**config.mk**
```make
export PLATFORM = sky130hd
export DESIGN_NAME = copper_test_shadow_register
export DESIGN_NICKNAME = d
export VERILOG_FILES = /design/src/copper_test_pkg.sv /design/src/test_path_if.sv /design/src/line_loop_path.sv /design/src/copper_test_shadow_register.sv
export SDC_FILE = /design/constraint.sdc
export NUM_CORES = 1
export LEC_CHECK = 0
export ABC_CLOCK_PERIOD_IN_PS = 1850
export BUFFER_PORTS_ARGS = -buffer_cell sky130_fd_sc_hd__buf_2
export CORE_ASPECT_RATIO = 1.25
export CORE_MARGIN = 8
export CORE_UTILIZATION = 42
export CTS_BUF_LIST = sky130_fd_sc_hd__clkbuf_8
export CTS_CLUSTER_SIZE = 30
export DETAILED_ROUTE_END_ITERATION = 8
export GPL_TIMING_DRIVEN = 0
export PLACE_DENSITY = 0.73
export SLEW_MARGIN = 10
export SYNTH_ARGS = -nofsm -noshare
export SYNTH_HDL_FRONTEND = slang
export SYNTH_SLANG_ARGS = --single-unit
```
**constraint.sdc**
```tcl
create_clock -name core_clk -period 1.85 [get_ports core_clk]
set_clock_uncertainty 0.05 [all_clocks]
set_input_delay 0.0925 -clock core_clk [delete_from_list [all_inputs] [get_ports core_clk]]
set_output_delay 0.0925 -clock core_clk [all_outputs]
set_load 0.02 [all_outputs]
```
**src/copper_test_pkg.sv**
```systemverilog
// constants for the copper test shadow register bank
`default_nettype none
package copper_test_pkg;
    localparam logic [15:0] SHADOW_ADDR    = 16'hFFF8;
    localparam logic [15:0] UNMAPPED_READ  = 16'h0000;
    localparam int          SEL_MSB        = 2;
    localparam int          SEL_LSB        = 0;
    localparam int          TEST_MSB       = 15;
    localparam int          TEST_LSB       = 3;
    localparam int          LOOP_BIT       = 15;
    localparam int          SWAP_BIT       = 4;
    localparam int          MISC_WE_BIT    = 15;
    localparam int          RSEL_MSB       = 14;
    localparam int          RSEL_LSB       = 12;
    localparam int          DATA_W         = 8;
    localparam logic [2:0]  CODE_AUX       = 3'h0;
    localparam logic [2:0]  CODE_PWR       = 3'h2;
    localparam logic [2:0]  CODE_TEST      = 3'h4;
    localparam logic [2:0]  CODE_MISC      = 3'h7;
    localparam logic [12:0] TEST_RESET     = 13'h0000;
    localparam logic [2:0]  RSEL_RESET     = 3'h0;
    localparam logic [8:0]  MISC_MID_READ  = 9'h000;
    localparam logic [12:0] OTHER_UPPER    = 13'h0000;

    // true for selector codes that name no shadow register
    function automatic logic is_reserved_code(input logic [2:0] code);
        return !(code == CODE_AUX || code == CODE_PWR || code == CODE_TEST || code == CODE_MISC);
    endfunction
endpackage
`default_nettype wire

```
**src/test_path_if.sv**
```systemverilog
// control carrier from the register bank to the line data path
`timescale 1ns/1ps
`default_nettype none
interface test_path_if;
    logic loopback_en;
    logic same_pair_txrx_test;
    modport ctrl (output loopback_en, output same_pair_txrx_test);
    modport path (input loopback_en, input same_pair_txrx_test);
endinterface
`default_nettype wire

```
**src/line_loop_path.sv**
```systemverilog
// line-side loopback and same-pair steering of the data path
`timescale 1ns/1ps
`default_nettype none
module line_loop_path (
    input  wire logic                              core_clk,
    input  wire logic                              rst_n,
    test_path_if.path                              ctl,
    input  wire logic [copper_test_pkg::DATA_W-1:0] mdi_rx_data,
    input  wire logic                              mdi_rx_valid,
    input  wire logic [copper_test_pkg::DATA_W-1:0] pcs_tx_data,
    input  wire logic                              pcs_tx_valid,
    output logic      [copper_test_pkg::DATA_W-1:0] mdi_tx_data,
    output logic                                   mdi_tx_valid,
    output logic      [copper_test_pkg::DATA_W-1:0] pcs_rx_data,
    output logic                                   pcs_rx_valid
);
    logic [copper_test_pkg::DATA_W-1:0] tx_data_q, tx_data_d;
    logic [copper_test_pkg::DATA_W-1:0] rx_data_q, rx_data_d;
    logic                               tx_valid_q, tx_valid_d;
    logic                               rx_valid_q, rx_valid_d;
    logic [copper_test_pkg::DATA_W-1:0] rcv_data;
    logic                               rcv_valid;

    always_comb
    begin
        // receiver hears its own transmitter when pairs are shared
        rcv_data  = ctl.same_pair_txrx_test ? tx_data_q : mdi_rx_data;
        rcv_valid = ctl.same_pair_txrx_test ? tx_valid_q : mdi_rx_valid;
        rx_data_d  = rcv_data;
        rx_valid_d = rcv_valid;
        // received traffic goes back out the line when looped
        tx_data_d  = ctl.loopback_en ? rcv_data : pcs_tx_data;
        tx_valid_d = ctl.loopback_en ? rcv_valid : pcs_tx_valid;
    end

    always_ff @(posedge core_clk or negedge rst_n)
    begin
        if (!rst_n)
        begin
            tx_data_q  <= '0;
            tx_valid_q <= 1'b0;
            rx_data_q  <= '0;
            rx_valid_q <= 1'b0;
        end
        else
        begin
            tx_data_q  <= tx_data_d;
            tx_valid_q <= tx_valid_d;
            rx_data_q  <= rx_data_d;
            rx_valid_q <= rx_valid_d;
        end
    end

    assign mdi_tx_data  = tx_data_q;
    assign mdi_tx_valid = tx_valid_q;
    assign pcs_rx_data  = rx_data_q;
    assign pcs_rx_valid = rx_valid_q;
endmodule
`default_nettype wire

```
**src/copper_test_shadow_register.sv**
```systemverilog
// copper test shadow register with read selector and line test controls
//
// The strobed register port was chosen for this implementation.
`timescale 1ns/1ps
`default_nettype none
module copper_test_shadow_register (
    input  wire logic                              core_clk,
    input  wire logic                              rst_n,
    input  wire logic [15:0]                       reg_addr,
    input  wire logic [15:0]                       reg_wdata,
    input  wire logic                              reg_wr,
    input  wire logic                              reg_rd,
    output logic      [15:0]                       reg_rdata,
    output logic                                   line_loopback_en,
    output logic                                   same_pair_txrx_test,
    input  wire logic [copper_test_pkg::DATA_W-1:0] mdi_rx_data,
    input  wire logic                              mdi_rx_valid,
    input  wire logic [copper_test_pkg::DATA_W-1:0] pcs_tx_data,
    input  wire logic                              pcs_tx_valid,
    output logic      [copper_test_pkg::DATA_W-1:0] mdi_tx_data,
    output logic                                   mdi_tx_valid,
    output logic      [copper_test_pkg::DATA_W-1:0] pcs_rx_data,
    output logic                                   pcs_rx_valid
);
    logic [12:0] test_q, test_d;
    logic [2:0]  rsel_q, rsel_d;
    logic [15:0] rdata_q, rdata_d;
    logic        hit;
    logic [2:0]  wr_code;

    test_path_if ctl_if ();

    // shadow contents as seen through a given selector code
    function automatic logic [15:0] shadow_view(input logic [2:0]  code,
                                                input logic [12:0] test,
                                                input logic [2:0]  rsel);
        logic [15:0] v;
        v = {copper_test_pkg::OTHER_UPPER, code};
        if (code == copper_test_pkg::CODE_TEST)
            v = {test, copper_test_pkg::CODE_TEST};
        else if (code == copper_test_pkg::CODE_MISC)
            v = {1'b0, rsel, copper_test_pkg::MISC_MID_READ, copper_test_pkg::CODE_MISC};
        return v;
    endfunction

    assign hit     = reg_addr == copper_test_pkg::SHADOW_ADDR;
    assign wr_code = reg_wdata[copper_test_pkg::SEL_MSB:copper_test_pkg::SEL_LSB];

    // write decode: low bits steer the upper thirteen
    always_comb
    begin
        test_d = test_q;
        rsel_d = rsel_q;
        if (reg_wr && hit && !copper_test_pkg::is_reserved_code(wr_code))
        begin
            case (wr_code)
                copper_test_pkg::CODE_TEST:
                begin
                    test_d = reg_wdata[copper_test_pkg::TEST_MSB:copper_test_pkg::TEST_LSB];
                end
                copper_test_pkg::CODE_MISC:
                begin
                    // read selector is written regardless of the enable bit
                    rsel_d = reg_wdata[copper_test_pkg::RSEL_MSB:copper_test_pkg::RSEL_LSB];
                end
                default:
                begin
                    test_d = test_q;
                    rsel_d = rsel_q;
                end
            endcase
        end
    end

    always_ff @(posedge core_clk or negedge rst_n)
    begin
        if (!rst_n)
        begin
            test_q <= copper_test_pkg::TEST_RESET;
            rsel_q <= copper_test_pkg::RSEL_RESET;
        end
        else
        begin
            test_q <= test_d;
            rsel_q <= rsel_d;
        end
    end

    // read answer stands one cycle after the strobe only
    always_comb
    begin
        rdata_d = copper_test_pkg::UNMAPPED_READ;
        if (reg_rd && hit)
            rdata_d = shadow_view(rsel_q, test_q, rsel_q);
    end

    always_ff @(posedge core_clk or negedge rst_n)
    begin
        if (!rst_n)
            rdata_q <= copper_test_pkg::UNMAPPED_READ;
        else
            rdata_q <= rdata_d;
    end

    assign reg_rdata           = rdata_q;
    assign line_loopback_en    = test_q[copper_test_pkg::LOOP_BIT - copper_test_pkg::TEST_LSB];
    assign same_pair_txrx_test = test_q[copper_test_pkg::SWAP_BIT - copper_test_pkg::TEST_LSB];
    assign ctl_if.loopback_en         = line_loopback_en;
    assign ctl_if.same_pair_txrx_test = same_pair_txrx_test;

    line_loop_path u_path (
        .core_clk     (core_clk),
        .rst_n        (rst_n),
        .ctl          (ctl_if.path),
        .mdi_rx_data  (mdi_rx_data),
        .mdi_rx_valid (mdi_rx_valid),
        .pcs_tx_data  (pcs_tx_data),
        .pcs_tx_valid (pcs_tx_valid),
        .mdi_tx_data  (mdi_tx_data),
        .mdi_tx_valid (mdi_tx_valid),
        .pcs_rx_data  (pcs_rx_data),
        .pcs_rx_valid (pcs_rx_valid)
    );
endmodule
`default_nettype wire

```
==> results.tsv, run 1 <==
stage	metric	value	unit
synthesis	synthesis-stage register bit count	50	
sta	Slew Viols, Final	0	
detailed_routing	Iter 0 DRT Violations	30	
detailed_routing	routed wire length	4.48	mm
floorplanning	io pins	90	
layout	ant diodes	0	
power_and_ir_drop	maximum vdd drop	0.427	mV
sta	final hold viol count	0	
clocking	CTS sink count	50	
layout	Area Growth Syn to Fin	48.1	%
worst_setup_path	Worst setup SP type	flop	
sta	crit path time final	1.64	ns
layout	fillers	342	
sta	Worst-Margin Slew	1.06	ns
run	max-cap viol count	0	
worst_setup_path	max incr delay on CP	0.43	ns
worst_setup_path	crit-path max FO	10	
synthesis	main area contributors after synthesis	dfrtp_1, mux2_2, mux2_4, and3_1, a21boi_0	
clocking	post_cts resized	0	
grt	first-pass GRT wire length	7.60	mm
clocking	clock tree buffer depth	2	
grt	met1 usage	14.3	%
detailed_routing	per-cell routed wire length	14.6	µm
power_and_ir_drop	leakage	1.54	nW
floorplanning	Die W	76.4	µm
layout	Finished Layout Cells	306	
synthesis	synthesized area	1920	µm²
sta	worst rel slew slack	29.1	%
worst_setup_path	Reg2Reg Setup Slack	0.21	ns
grt	Total GRT Usage	13.0	%
synthesis	YS warnings	0	
detailed_routing	remaining antenna violation count after routing	0	
placement	Placed Cells	267	
grt	pin count of the biggest net entering global routing	51	
clocking	Clock Tree Root	clkbuf_8	
detailed_routing	post-DR vias/cell	4.65	
worst_setup_path	critical path class	reg -> reg	
sta	hold slack	0.0113	ns
placement	Detailed Place HPWL	3.23	mm
layout	Post-Layout Inst Area	2840	µm²
layout	nets	301	
floorplanning	effective utilization at floorplan	43.7	%
sta	fmax	0.611	GHz
detailed_routing	drt drc	0	
worst_hold_path	Hold Crit Class	in -> reg	
grt	Top Usage Layer GRT	met2	
synthesis	Mapped Cells	120	
worst_setup_path	CP Capture Type	flop	
detailed_routing	Pre-antenna DRT Iters	4	
placement	Setup WS pre-CTS	0.0726	ns
layout	most frequent cells in the layout	buf_2, dfrtp_1, dlygate4sd3_1	
grt	GR met3 Demand/Resource	6.11	%
synthesis	Yosys top cell area share	65.2	%
sta	endpoints failing setup	0	
sta	Tcrit/Tclk final	88.5	%
worst_setup_path	Worst EP arrival	1.76	ns
grt	initial antenna violation count	0	
outcome	status	completed	
clocking	CTS tree	built	
placement	placed instance area	2440	µm²
synthesis	Netlist cell types	17	
clocking	clk_lat worst skew	0.29	ns
floorplanning	core region area	4390	µm²
worst_setup_path	crit path to	u_path.mdi_tx_data[4]$_DFF_PN0_	
placement	I/O Buffers	89	
layout	utilization after layout	64.7	%
layout	share of post-route cells with drive strength above 1	55.6	%
worst_setup_path	WP buf/inv	1	
sta	setup TNS	0	ns
synthesis	net count after synthesis	174	
synthesis	cell taking the most area after synthesis	dfrtp_1	
synthesis	sequential element share of the synthesized area	65.2	%
clocking	H-tree levels	2	
worst_setup_path	CP Data Required Time	1.98	ns
grt	overflow left after global routing	0	
grt	grt met2 use	22.3	%
layout	commonest non-fill, non-tap cell in the layout	buf_2	
sta	RSZ-0062 raised after global routing	false	
floorplanning	Die ar.	7000	µm²
floorplanning	Die Span Y	91.6	µm
synthesis	Mapped Avg Cell Area	16.0	µm²
worst_setup_path	most numerous cell on the critical path	mux2_2	
detailed_routing	vias after detailed routing	1423	
worst_setup_path	Crit path max-delay family	multiplexers	
worst_setup_path	r2r endpoint	u_path.mdi_tx_data[4]$_DFF_PN0_	
worst_setup_path	CP Launch Point	test_q[1]$_DFFE_PN0P_	
worst_setup_path	Reg2Reg Depth	3	
clocking	total CTS buffers	5	
grt	number of global-route vias before repair	1625	
worst_setup_path	start of the worst register-to-register path	test_q[1]$_DFFE_PN0P_	
power_and_ir_drop	Pwr Total	1.96	mW
worst_setup_path	critical-path cell list	clkbuf_1 -> mux2_2 -> mux2_2	
floorplanning	row count	27	
power_and_ir_drop	Pwr per Cell Area	690	nW/µm²
worst_setup_path	CP max stage cell	clkbuf_1	
worst_setup_path	Worst path depth	3	
placement	RePlAce Congestion	0.702	
sta	final worst slack	0.213	ns
clocking	Worst-path clk slew	0.09	ns
-- cell families (layout without fill, tap and decap cells) --
logic type      count (synthesis)  after routing  share of synthesized area (%)
flops                          50             50                           65.2
mux                            34             34                           21.9
simple gates                   28             28                           9.92
buf+inv                         5            133                           1.76
compound gates                  3              3                           1.17
-- how the worst min path moves through the flow --
stage                               from                         endpoint  slack (ns)  cells past startpoint
after global placement      reg_wdata[8]            test_q[5]$_DFFE_PN0P_        0.27                      2
after floorplan                    rst_n           reg_rdata[0]$_DFF_PN0_       -0.25                      0
final                     mdi_rx_data[1]  u_path.pcs_rx_data[1]$_DFF_PN0_        0.01                      2
after CTS                 mdi_rx_data[1]  u_path.pcs_rx_data[1]$_DFF_PN0_       0.006                      2
after detailed placement    reg_wdata[4]            test_q[1]$_DFFE_PN0P_        0.28                      2
after global routing      mdi_rx_data[1]  u_path.pcs_rx_data[1]$_DFF_PN0_      0.0003                      2
-- what timing repair did --
action / in CTS / in global routing
hold endpoints to repair: 82 / 0
hold buffers: 31 / 0
buffers inserted: 0 / 0
-- synthesized netlist by cell type --
cell	count
dfrtp_1	50
nand2_1	4
and3_1	11
nand4_1	3
and2_1	2
or4b_4	1
a21boi_0	3
and4_4	1
clkbuf_1	3
nor2_1	2
mux2_4	10
nor3_4	1
nand3_2	1
buf_6	2
mux2_2	24
and3_2	1
and4_1	1
-- area by class of cell --
type                            instances  area [µm²]  area share (%)
Buffer                                  5        33.8            1.19
Clock buffer                            6        82.6            2.91
Clock inverter                          2        12.5           0.440
Multi-Input combinational cell         65         633            22.3
Sequential cell                        50        1250            44.0
Tap cell                               58        72.6            2.55
Timing Repair Buffer                  120         756            26.6
-- flip-flops by register name, indices dropped and copies added, names as in the netlist --
register / flops
reg_rdata: 16
test_q: 13
u_path.mdi_tx_data: 8
u_path.pcs_rx_data: 8
rsel_q: 3
u_path.mdi_tx_valid: 1
u_path.pcs_rx_valid: 1
-- per-layer routing --
| metal | part of all wire (%) | wire (µm) |
|---|---|---|
| met1 | 42 | 1860 |
| met5 | 0 | 0 |
| met3 | 9.4 | 419 |
| met2 | 48 | 2160 |
| met4 | 0.69 | 31 |
-- where the power goes --
part	internal (mW)	total, mW	switching (mW)	leakage, nW
Combinational	0.112	0.200	0.0874	0.831
Sequential	1.11	1.12	0.00722	0.657
Clock	0.301	0.642	0.341	0.0472
Total	1.52	1.96	0.435	1.54
Note: power is estimated with default switching activity, not from simulation.
==> run 2, diff against run 1 <==
--- a/config.mk
+++ b/config.mk
@@ -9,12 +9,11 @@
 export BUFFER_PORTS_ARGS = -buffer_cell sky130_fd_sc_hd__buf_2
 export CORE_ASPECT_RATIO = 1.25
 export CORE_MARGIN = 8
-export CORE_UTILIZATION = 42
+export CORE_UTILIZATION = 30
 export CTS_BUF_LIST = sky130_fd_sc_hd__clkbuf_8
 export CTS_CLUSTER_SIZE = 30
 export DETAILED_ROUTE_END_ITERATION = 8
 export GPL_TIMING_DRIVEN = 0
-export PLACE_DENSITY = 0.73
 export SLEW_MARGIN = 10
 export SYNTH_ARGS = -nofsm -noshare
 export SYNTH_HDL_FRONTEND = slang
==> run 2 against run 1 <==
First-iteration DRC count up 43%. Power rose by 4.5%. Utilization down 18 points. Die area rose by 32%. Highest routed layer unchanged. Setup slack lost 0.069 ns. Critical path depth unchanged. Critical endpoint is now u_path.mdi_tx_data[6]$_DFF_PN0_.
==> results.tsv, run 2 (synthesis gave the netlist of run 1 again) <==
stage	metric	value	unit	change
worst_setup_path	CP Launch Point	test_q[1]$_DFFE_PN0P_		
worst_hold_path	Hold Crit Class	in -> reg		
clocking	Worst-path clk slew	0.08	ns	about the same
placement	RePlAce Congestion	0.717		+2.1%
layout	most frequent cells in the layout	buf_2, dfrtp_1, dlygate4sd3_1		
layout	utilization after layout	47.1	%	-18 points
outcome	status	completed		
grt	first-pass GRT wire length	7.76	mm	+2.2%
floorplanning	Die W	87.5	µm	+14%
grt	number of global-route vias before repair	1550		-4.6%
floorplanning	effective utilization at floorplan	31.1	%	-13 points
detailed_routing	Iter 0 DRT Violations	43		+43%
sta	crit path time final	1.71	ns	+0.0688 ns
grt	Total GRT Usage	10.8	%	-2.2 points
layout	share of post-route cells with drive strength above 1	55.0	%	-0.63 points
floorplanning	Die ar.	9220	µm²	+32%
layout	ant diodes	0		unchanged
detailed_routing	vias after detailed routing	1434		+0.77%
clocking	CTS tree	built		
clocking	clock tree buffer depth	2		unchanged
floorplanning	Die Span Y	105	µm	+15%
worst_setup_path	Worst EP arrival	1.84	ns	+0.08 ns
layout	commonest non-fill, non-tap cell in the layout	buf_2		
clocking	CTS sink count	50		unchanged
detailed_routing	remaining antenna violation count after routing	0		unchanged
sta	worst rel slew slack	60.1	%	+31 points
detailed_routing	post-DR vias/cell	4.29		-7.7%
power_and_ir_drop	Pwr per Cell Area	705	nW/µm²	+2.2%
sta	Tcrit/Tclk final	92.2	%	+3.7 points
sta	hold slack	0.00324	ns	-0.00811 ns
worst_hold_path	HP Start	reg_wdata[12]		
floorplanning	io pins	90		unchanged
sta	Slew Viols, Final	0		unchanged
power_and_ir_drop	leakage	1.56	nW	+1.5%
grt	pin count of the biggest net entering global routing	51		unchanged
sta	final hold viol count	0		unchanged
detailed_routing	routed wire length	4.90	mm	+9.4%
sta	Worst-Margin Slew	0.599	ns	-0.464 ns
floorplanning	core region area	6170	µm²	+40%
sta	final worst slack	0.144	ns	-0.0688 ns
worst_setup_path	CP Capture Type	flop		
placement	I/O Buffers	89		unchanged
grt	initial antenna violation count	0		unchanged
sta	setup TNS	0	ns	unchanged
worst_setup_path	Worst setup SP type	flop		
placement	Detailed Place HPWL	3.52	mm	+9.1%
worst_setup_path	start of the worst register-to-register path	test_q[1]$_DFFE_PN0P_		
sta	endpoints failing setup	0		unchanged
floorplanning	row count	32		+19%
worst_setup_path	critical path class	reg -> reg		
sta	RSZ-0062 raised after global routing	false		
layout	Area Growth Syn to Fin	51.5	%	
clocking	H-tree levels	2		unchanged
worst_setup_path	crit-path max FO	10		unchanged
sta	fmax	0.586	GHz	-4.0%
clocking	clk_lat worst skew	0.30	ns	about the same
power_and_ir_drop	maximum vdd drop	0.271	mV	-37%
power_and_ir_drop	Pwr Total	2.05	mW	+4.5%
placement	Setup WS pre-CTS	0.0614	ns	-0.0113 ns
layout	fillers	577		+69%
clocking	Clock Tree Root	clkbuf_8		
detailed_routing	per-cell routed wire length	14.7	µm	+0.22%
grt	overflow left after global routing	0		unchanged
clocking	total CTS buffers	5		unchanged
clocking	postcts setup bufs	0		unchanged
worst_setup_path	CP Data Required Time	1.99	ns	about the same
layout	nets	302		+0.33%
run	max-cap viol count	0		unchanged
detailed_routing	Pre-antenna DRT Iters	4		unchanged
layout	Largest register FFs	16		unchanged
detailed_routing	drt drc	0		unchanged
## run 2: cell types whose count changed in the layout (fill, tap and decap cells not counted)
cell,previous run,this run
buf_12,0,1
clkinv_2,1,0
bufinv_16,0,1
inv_1,0,2
clkinvlp_4,1,0
clkbuf_8,6,5
## run 2: cell type report
cell class                 count  area (µm²)  share of cell area (%)
tap                           85         106                    3.66
clock inverter                 3        37.5                    1.29
multi-input combinational     65         633                    21.8
timing repair buffer         121         776                    26.7
buffer                         5        33.8                    1.16
clock buffer                   5        68.8                    2.37
sequential                    50        1250                    43.0
## run 2: power by group
part | switching [mW] | internal (mW) | total (mW) | leakage, nW
Clock | 0.330 | 0.394 | 0.723 | 0.0607
Sequential | 0.00633 | 1.11 | 1.12 | 0.657
Combinational | 0.0909 | 0.117 | 0.207 | 0.840
## run 2: final timing paths
kind	to	slack (ns)	depth (start not counted)
worst max register to register	u_path.mdi_tx_data[6]$_DFF_PN0_	0.14	3
max in group asynchronous	rsel_q[2]$_DFFE_PN0P_	0.95	3
worst max-delay path	u_path.mdi_tx_data[6]$_DFF_PN0_	0.14	3
min in group asynchronous	u_path.pcs_rx_data[7]$_DFF_PN0_	0.28	2
worst min register to register	reg_rdata[3]$_DFF_PN0_	0.45	1
worst min-delay path	test_q[9]$_DFFE_PN0P_	0.003	2
## run 2: timing repair
item                      CTS  global route
hold endpoints to repair   81             0
hold buffers               31             0
gates resized for setup     0             0
## run 2: through the flow
stage | instances | instance area [µm²]
2_1_floorplan | 120 | 1920
3_3_place_gp | 294 | 2470
3_5_place_dp | 294 | 2470
4_1_cts | 333 | 2890
5_1_grt | 334 | 2910
6_report | 334 | 2910
## run 2: routing by layer
metal	part of all wire [%]	track usage, %	wire [µm]	vias to the layer above
met1	35	10.3	1700	697
met3	8.1	3.65	398	8
met4	1.7	3.82	82	0
met2	55	20.5	2710	53
met5	0	0	0	-
li1	-	-	-	676
## run 2: critical path, cell delays in order, from the launching register on
cell	delay, ns
dfrtp_1	0.38
clkbuf_1	0.48
mux2_2	0.41
mux2_2	0.27
==> run 3, diff against run 2 <==
--- a/config.mk
+++ b/config.mk
@@ -13,7 +13,8 @@
 export CTS_BUF_LIST = sky130_fd_sc_hd__clkbuf_8
 export CTS_CLUSTER_SIZE = 30
 export DETAILED_ROUTE_END_ITERATION = 8
-export GPL_TIMING_DRIVEN = 0
+export PLACE_DENSITY = 0.63
+export SETUP_SLACK_MARGIN = 0.15
 export SLEW_MARGIN = 10
 export SYNTH_ARGS = -nofsm -noshare
 export SYNTH_HDL_FRONTEND = slang
==> run 3 against run 2 <==
Fmax rose by 16%. First-iteration DRC count shrank 44%. Die area unchanged. Via count fell by 4.5%. Sequential power is essentially flat. Sequential share of layout area rose by 0.60 points. Sequential cell count stayed put. Cell count shrank 0.90%. Critical path depth decreased by 1. Count of clock-buffer cells in the layout unchanged. Register-to-register slack gained 0.23 ns. Routed wire length shrank 6.2%. Critical endpoint is now u_path.mdi_tx_data[3]$_DFF_PN0_. Largest cell class unchanged.
==> results.tsv, run 3 (synthesis gave the netlist of run 1 again) <==
stage	metric	value	unit	change
outcome	status	completed		
sta	fmax	0.679	GHz	+16%
worst_setup_path	CP Data Required Time	1.98	ns	about the same
grt	Top Usage Layer GRT	met2		
sta	Slew Viols, Final	0		unchanged
sta	crit path time final	1.47	ns	-0.233 ns
clocking	H-tree levels	2		unchanged
detailed_routing	remaining antenna violation count after routing	0		unchanged
power_and_ir_drop	leakage	1.54	nW	-1.2%
power_and_ir_drop	Pwr Total	1.89	mW	-7.9%
floorplanning	io pins	90		unchanged
power_and_ir_drop	switching power	0.408	mW	-4.5%
layout	Area Growth Syn to Fin	49.4	%	
layout	share of post-route cells with drive strength above 1	56.5	%	+1.5 points
sta	Worst-Margin Slew	0.480	ns	-0.119 ns
worst_setup_path	start of the worst register-to-register path	test_q[1]$_DFFE_PN0P_		
worst_setup_path	Reg2Reg Depth	2		-1
floorplanning	effective utilization at floorplan	31.1	%	unchanged
sta	hold slack	0.00852	ns	+0.00528 ns
floorplanning	Die Span Y	105	µm	unchanged
placement	Detailed Place HPWL	3.58	mm	+1.7%
power_and_ir_drop	Clk pwr share	30.0	%	-5.3 points
grt	number of global-route vias before repair	1496		-3.5%
run	max-cap viol count	0		unchanged
power_and_ir_drop	logic gate share of total power	10.8	%	+0.7 points
worst_setup_path	crit-path max FO	12		+2
worst_setup_path	CP Capture Type	flop		
placement	RePlAce Congestion	0.689		-3.8%
worst_hold_path	worst hold path depth	2		unchanged
grt	overflow left after global routing	0		unchanged
worst_setup_path	crit path to	u_path.mdi_tx_data[3]$_DFF_PN0_		
sta	setup TNS	0	ns	unchanged
worst_hold_path	Hold Crit Class	in -> reg		
power_and_ir_drop	Pwr per Cell Area	658	nW/µm²	-6.6%
sta	endpoints failing setup	0		unchanged
grt	pin count of the biggest net entering global routing	20		-61%
grt	initial antenna violation count	0		unchanged
detailed_routing	Pre-antenna DRT Iters	4		unchanged
grt	grt met2 use	16.9	%	-3.6 points
worst_setup_path	CP Launch Point	test_q[1]$_DFFE_PN0P_		
placement	I/O Buffers	89		unchanged
grt	Total GRT Usage	10.2	%	-0.56 points
clocking	CTS tree	built		
clocking	postcts setup bufs	0		unchanged
power_and_ir_drop	part of the power in registers	59.2	%	+4.6 points
clocking	clock tree buffer depth	2		unchanged
layout	Finished Layout Cells	331		-0.90%
layout	commonest non-fill, non-tap cell in the layout	buf_2		
sta	worst rel slew slack	68.0	%	+7.9 points
layout	Largest register FFs	16		unchanged
worst_setup_path	Worst setup SP type	flop		
detailed_routing	routed wire length	4.59	mm	-6.2%
clocking	Clock Tree Root	clkbuf_8		
grt	first-pass GRT wire length	7.49	mm	-3.5%
layout	nets	300		-0.66%
power_and_ir_drop	maximum vdd drop	0.292	mV	+7.6%
grt	GR met3 Demand/Resource	4.51	%	+0.85 points
layout	ant diodes	0		unchanged
detailed_routing	post-DR vias/cell	4.14		-3.7%
floorplanning	Die W	87.5	µm	unchanged
sta	RSZ-0062 raised after global routing	false		
worst_setup_path	Worst EP arrival	1.60	ns	-0.24 ns
clocking	total CTS buffers	5		unchanged
worst_setup_path	Reg2Reg Setup Slack	0.38	ns	+0.23 ns
sta	Tcrit/Tclk final	79.6	%	-13 points
power_and_ir_drop	Net Sw Frac	21.6	%	+0.77 points
detailed_routing	Iter 0 DRT Violations	24		-44%
worst_setup_path	critical path class	reg -> reg		
floorplanning	core region area	6170	µm²	unchanged
clocking	post_cts resized	0		unchanged
detailed_routing	drt drc	0		unchanged
grt	met1 usage	11.5	%	+1.1 points
floorplanning	row count	32		unchanged
clocking	Worst-path clk slew	0.08	ns	about the same
power_and_ir_drop	Int Pwr	1.48	mW	-8.8%
clocking	CTS sink count	50		unchanged
clocking	clk_lat worst skew	0.29	ns	about the same
layout	most frequent cells in the layout	buf_2, dfrtp_1, dlygate4sd3_1		
worst_setup_path	r2r endpoint	u_path.mdi_tx_data[3]$_DFF_PN0_		
sta	final hold viol count	0		unchanged
detailed_routing	vias after detailed routing	1369		-4.5%
placement	Placed Cells	294		unchanged
detailed_routing	per-cell routed wire length	13.9	µm	-5.4%
floorplanning	Die ar.	9220	µm²	unchanged
==> run 3: cell type report <==
cell class / count / area (µm²)
multi-input combinational: 65 / 633
tap: 85 / 106
clock buffer: 5 / 68.8
clock inverter: 2 / 11.3
sequential: 50 / 1250
timing repair buffer: 124 / 796
fill: 576 / 3300
==> run 3: worst min path at each step <==
stage                             start                              end
after detailed placement          rst_n  u_path.mdi_tx_data[6]$_DFF_PN0_
after global routing      reg_wdata[12]            test_q[9]$_DFFE_PN0P_
final                     reg_wdata[12]            test_q[9]$_DFFE_PN0P_
after global placement            rst_n  u_path.mdi_tx_data[6]$_DFF_PN0_
after CTS                 reg_wdata[12]            test_q[9]$_DFFE_PN0P_
after floorplan                   rst_n           reg_rdata[0]$_DFF_PN0_
==> run 3: metrics by stage <==
step	instance area [µm²]	setup WS [ns]	util [%]
6_report	2870	0.378	46.5
5_1_grt	2870	0.316	46.5
4_1_cts	2870	0.353	46.5
3_5_place_dp	2490	0.109	40.3
3_3_place_gp	2490	0.138	40.3
2_1_floorplan	1920	0.265	-
==> run 3: routing by layer <==
metal / vias to the layer above / part of all wire [%]
met3: 2 / 11
met1: 638 / 40
li1: 671 / -
met2: 58 / 49
met4: 0 / 0.72
met5: - / 0
==> run 3: power by group through the flow <==
stage               Combinational, mW  Clock (mW)  Sequential (mW)
floorplan                      0.0242           0             1.17
global placement                0.153           0             1.14
detailed placement              0.156           0             1.14
CTS                             0.206       0.595             1.12
global route                    0.226       0.636             1.12
finish                          0.203       0.566             1.12
==> run 3: worst max-delay path, stage by stage, from the launching register on <==
cell     delay [ns]
dfrtp_1        0.64
mux2_2         0.40
mux2_2         0.26
==> run 3: timing repair <==
action	CTS	global route
endpoints found under the setup margin	0	0
hold endpoints to repair	45	0
hold buffers	30	0
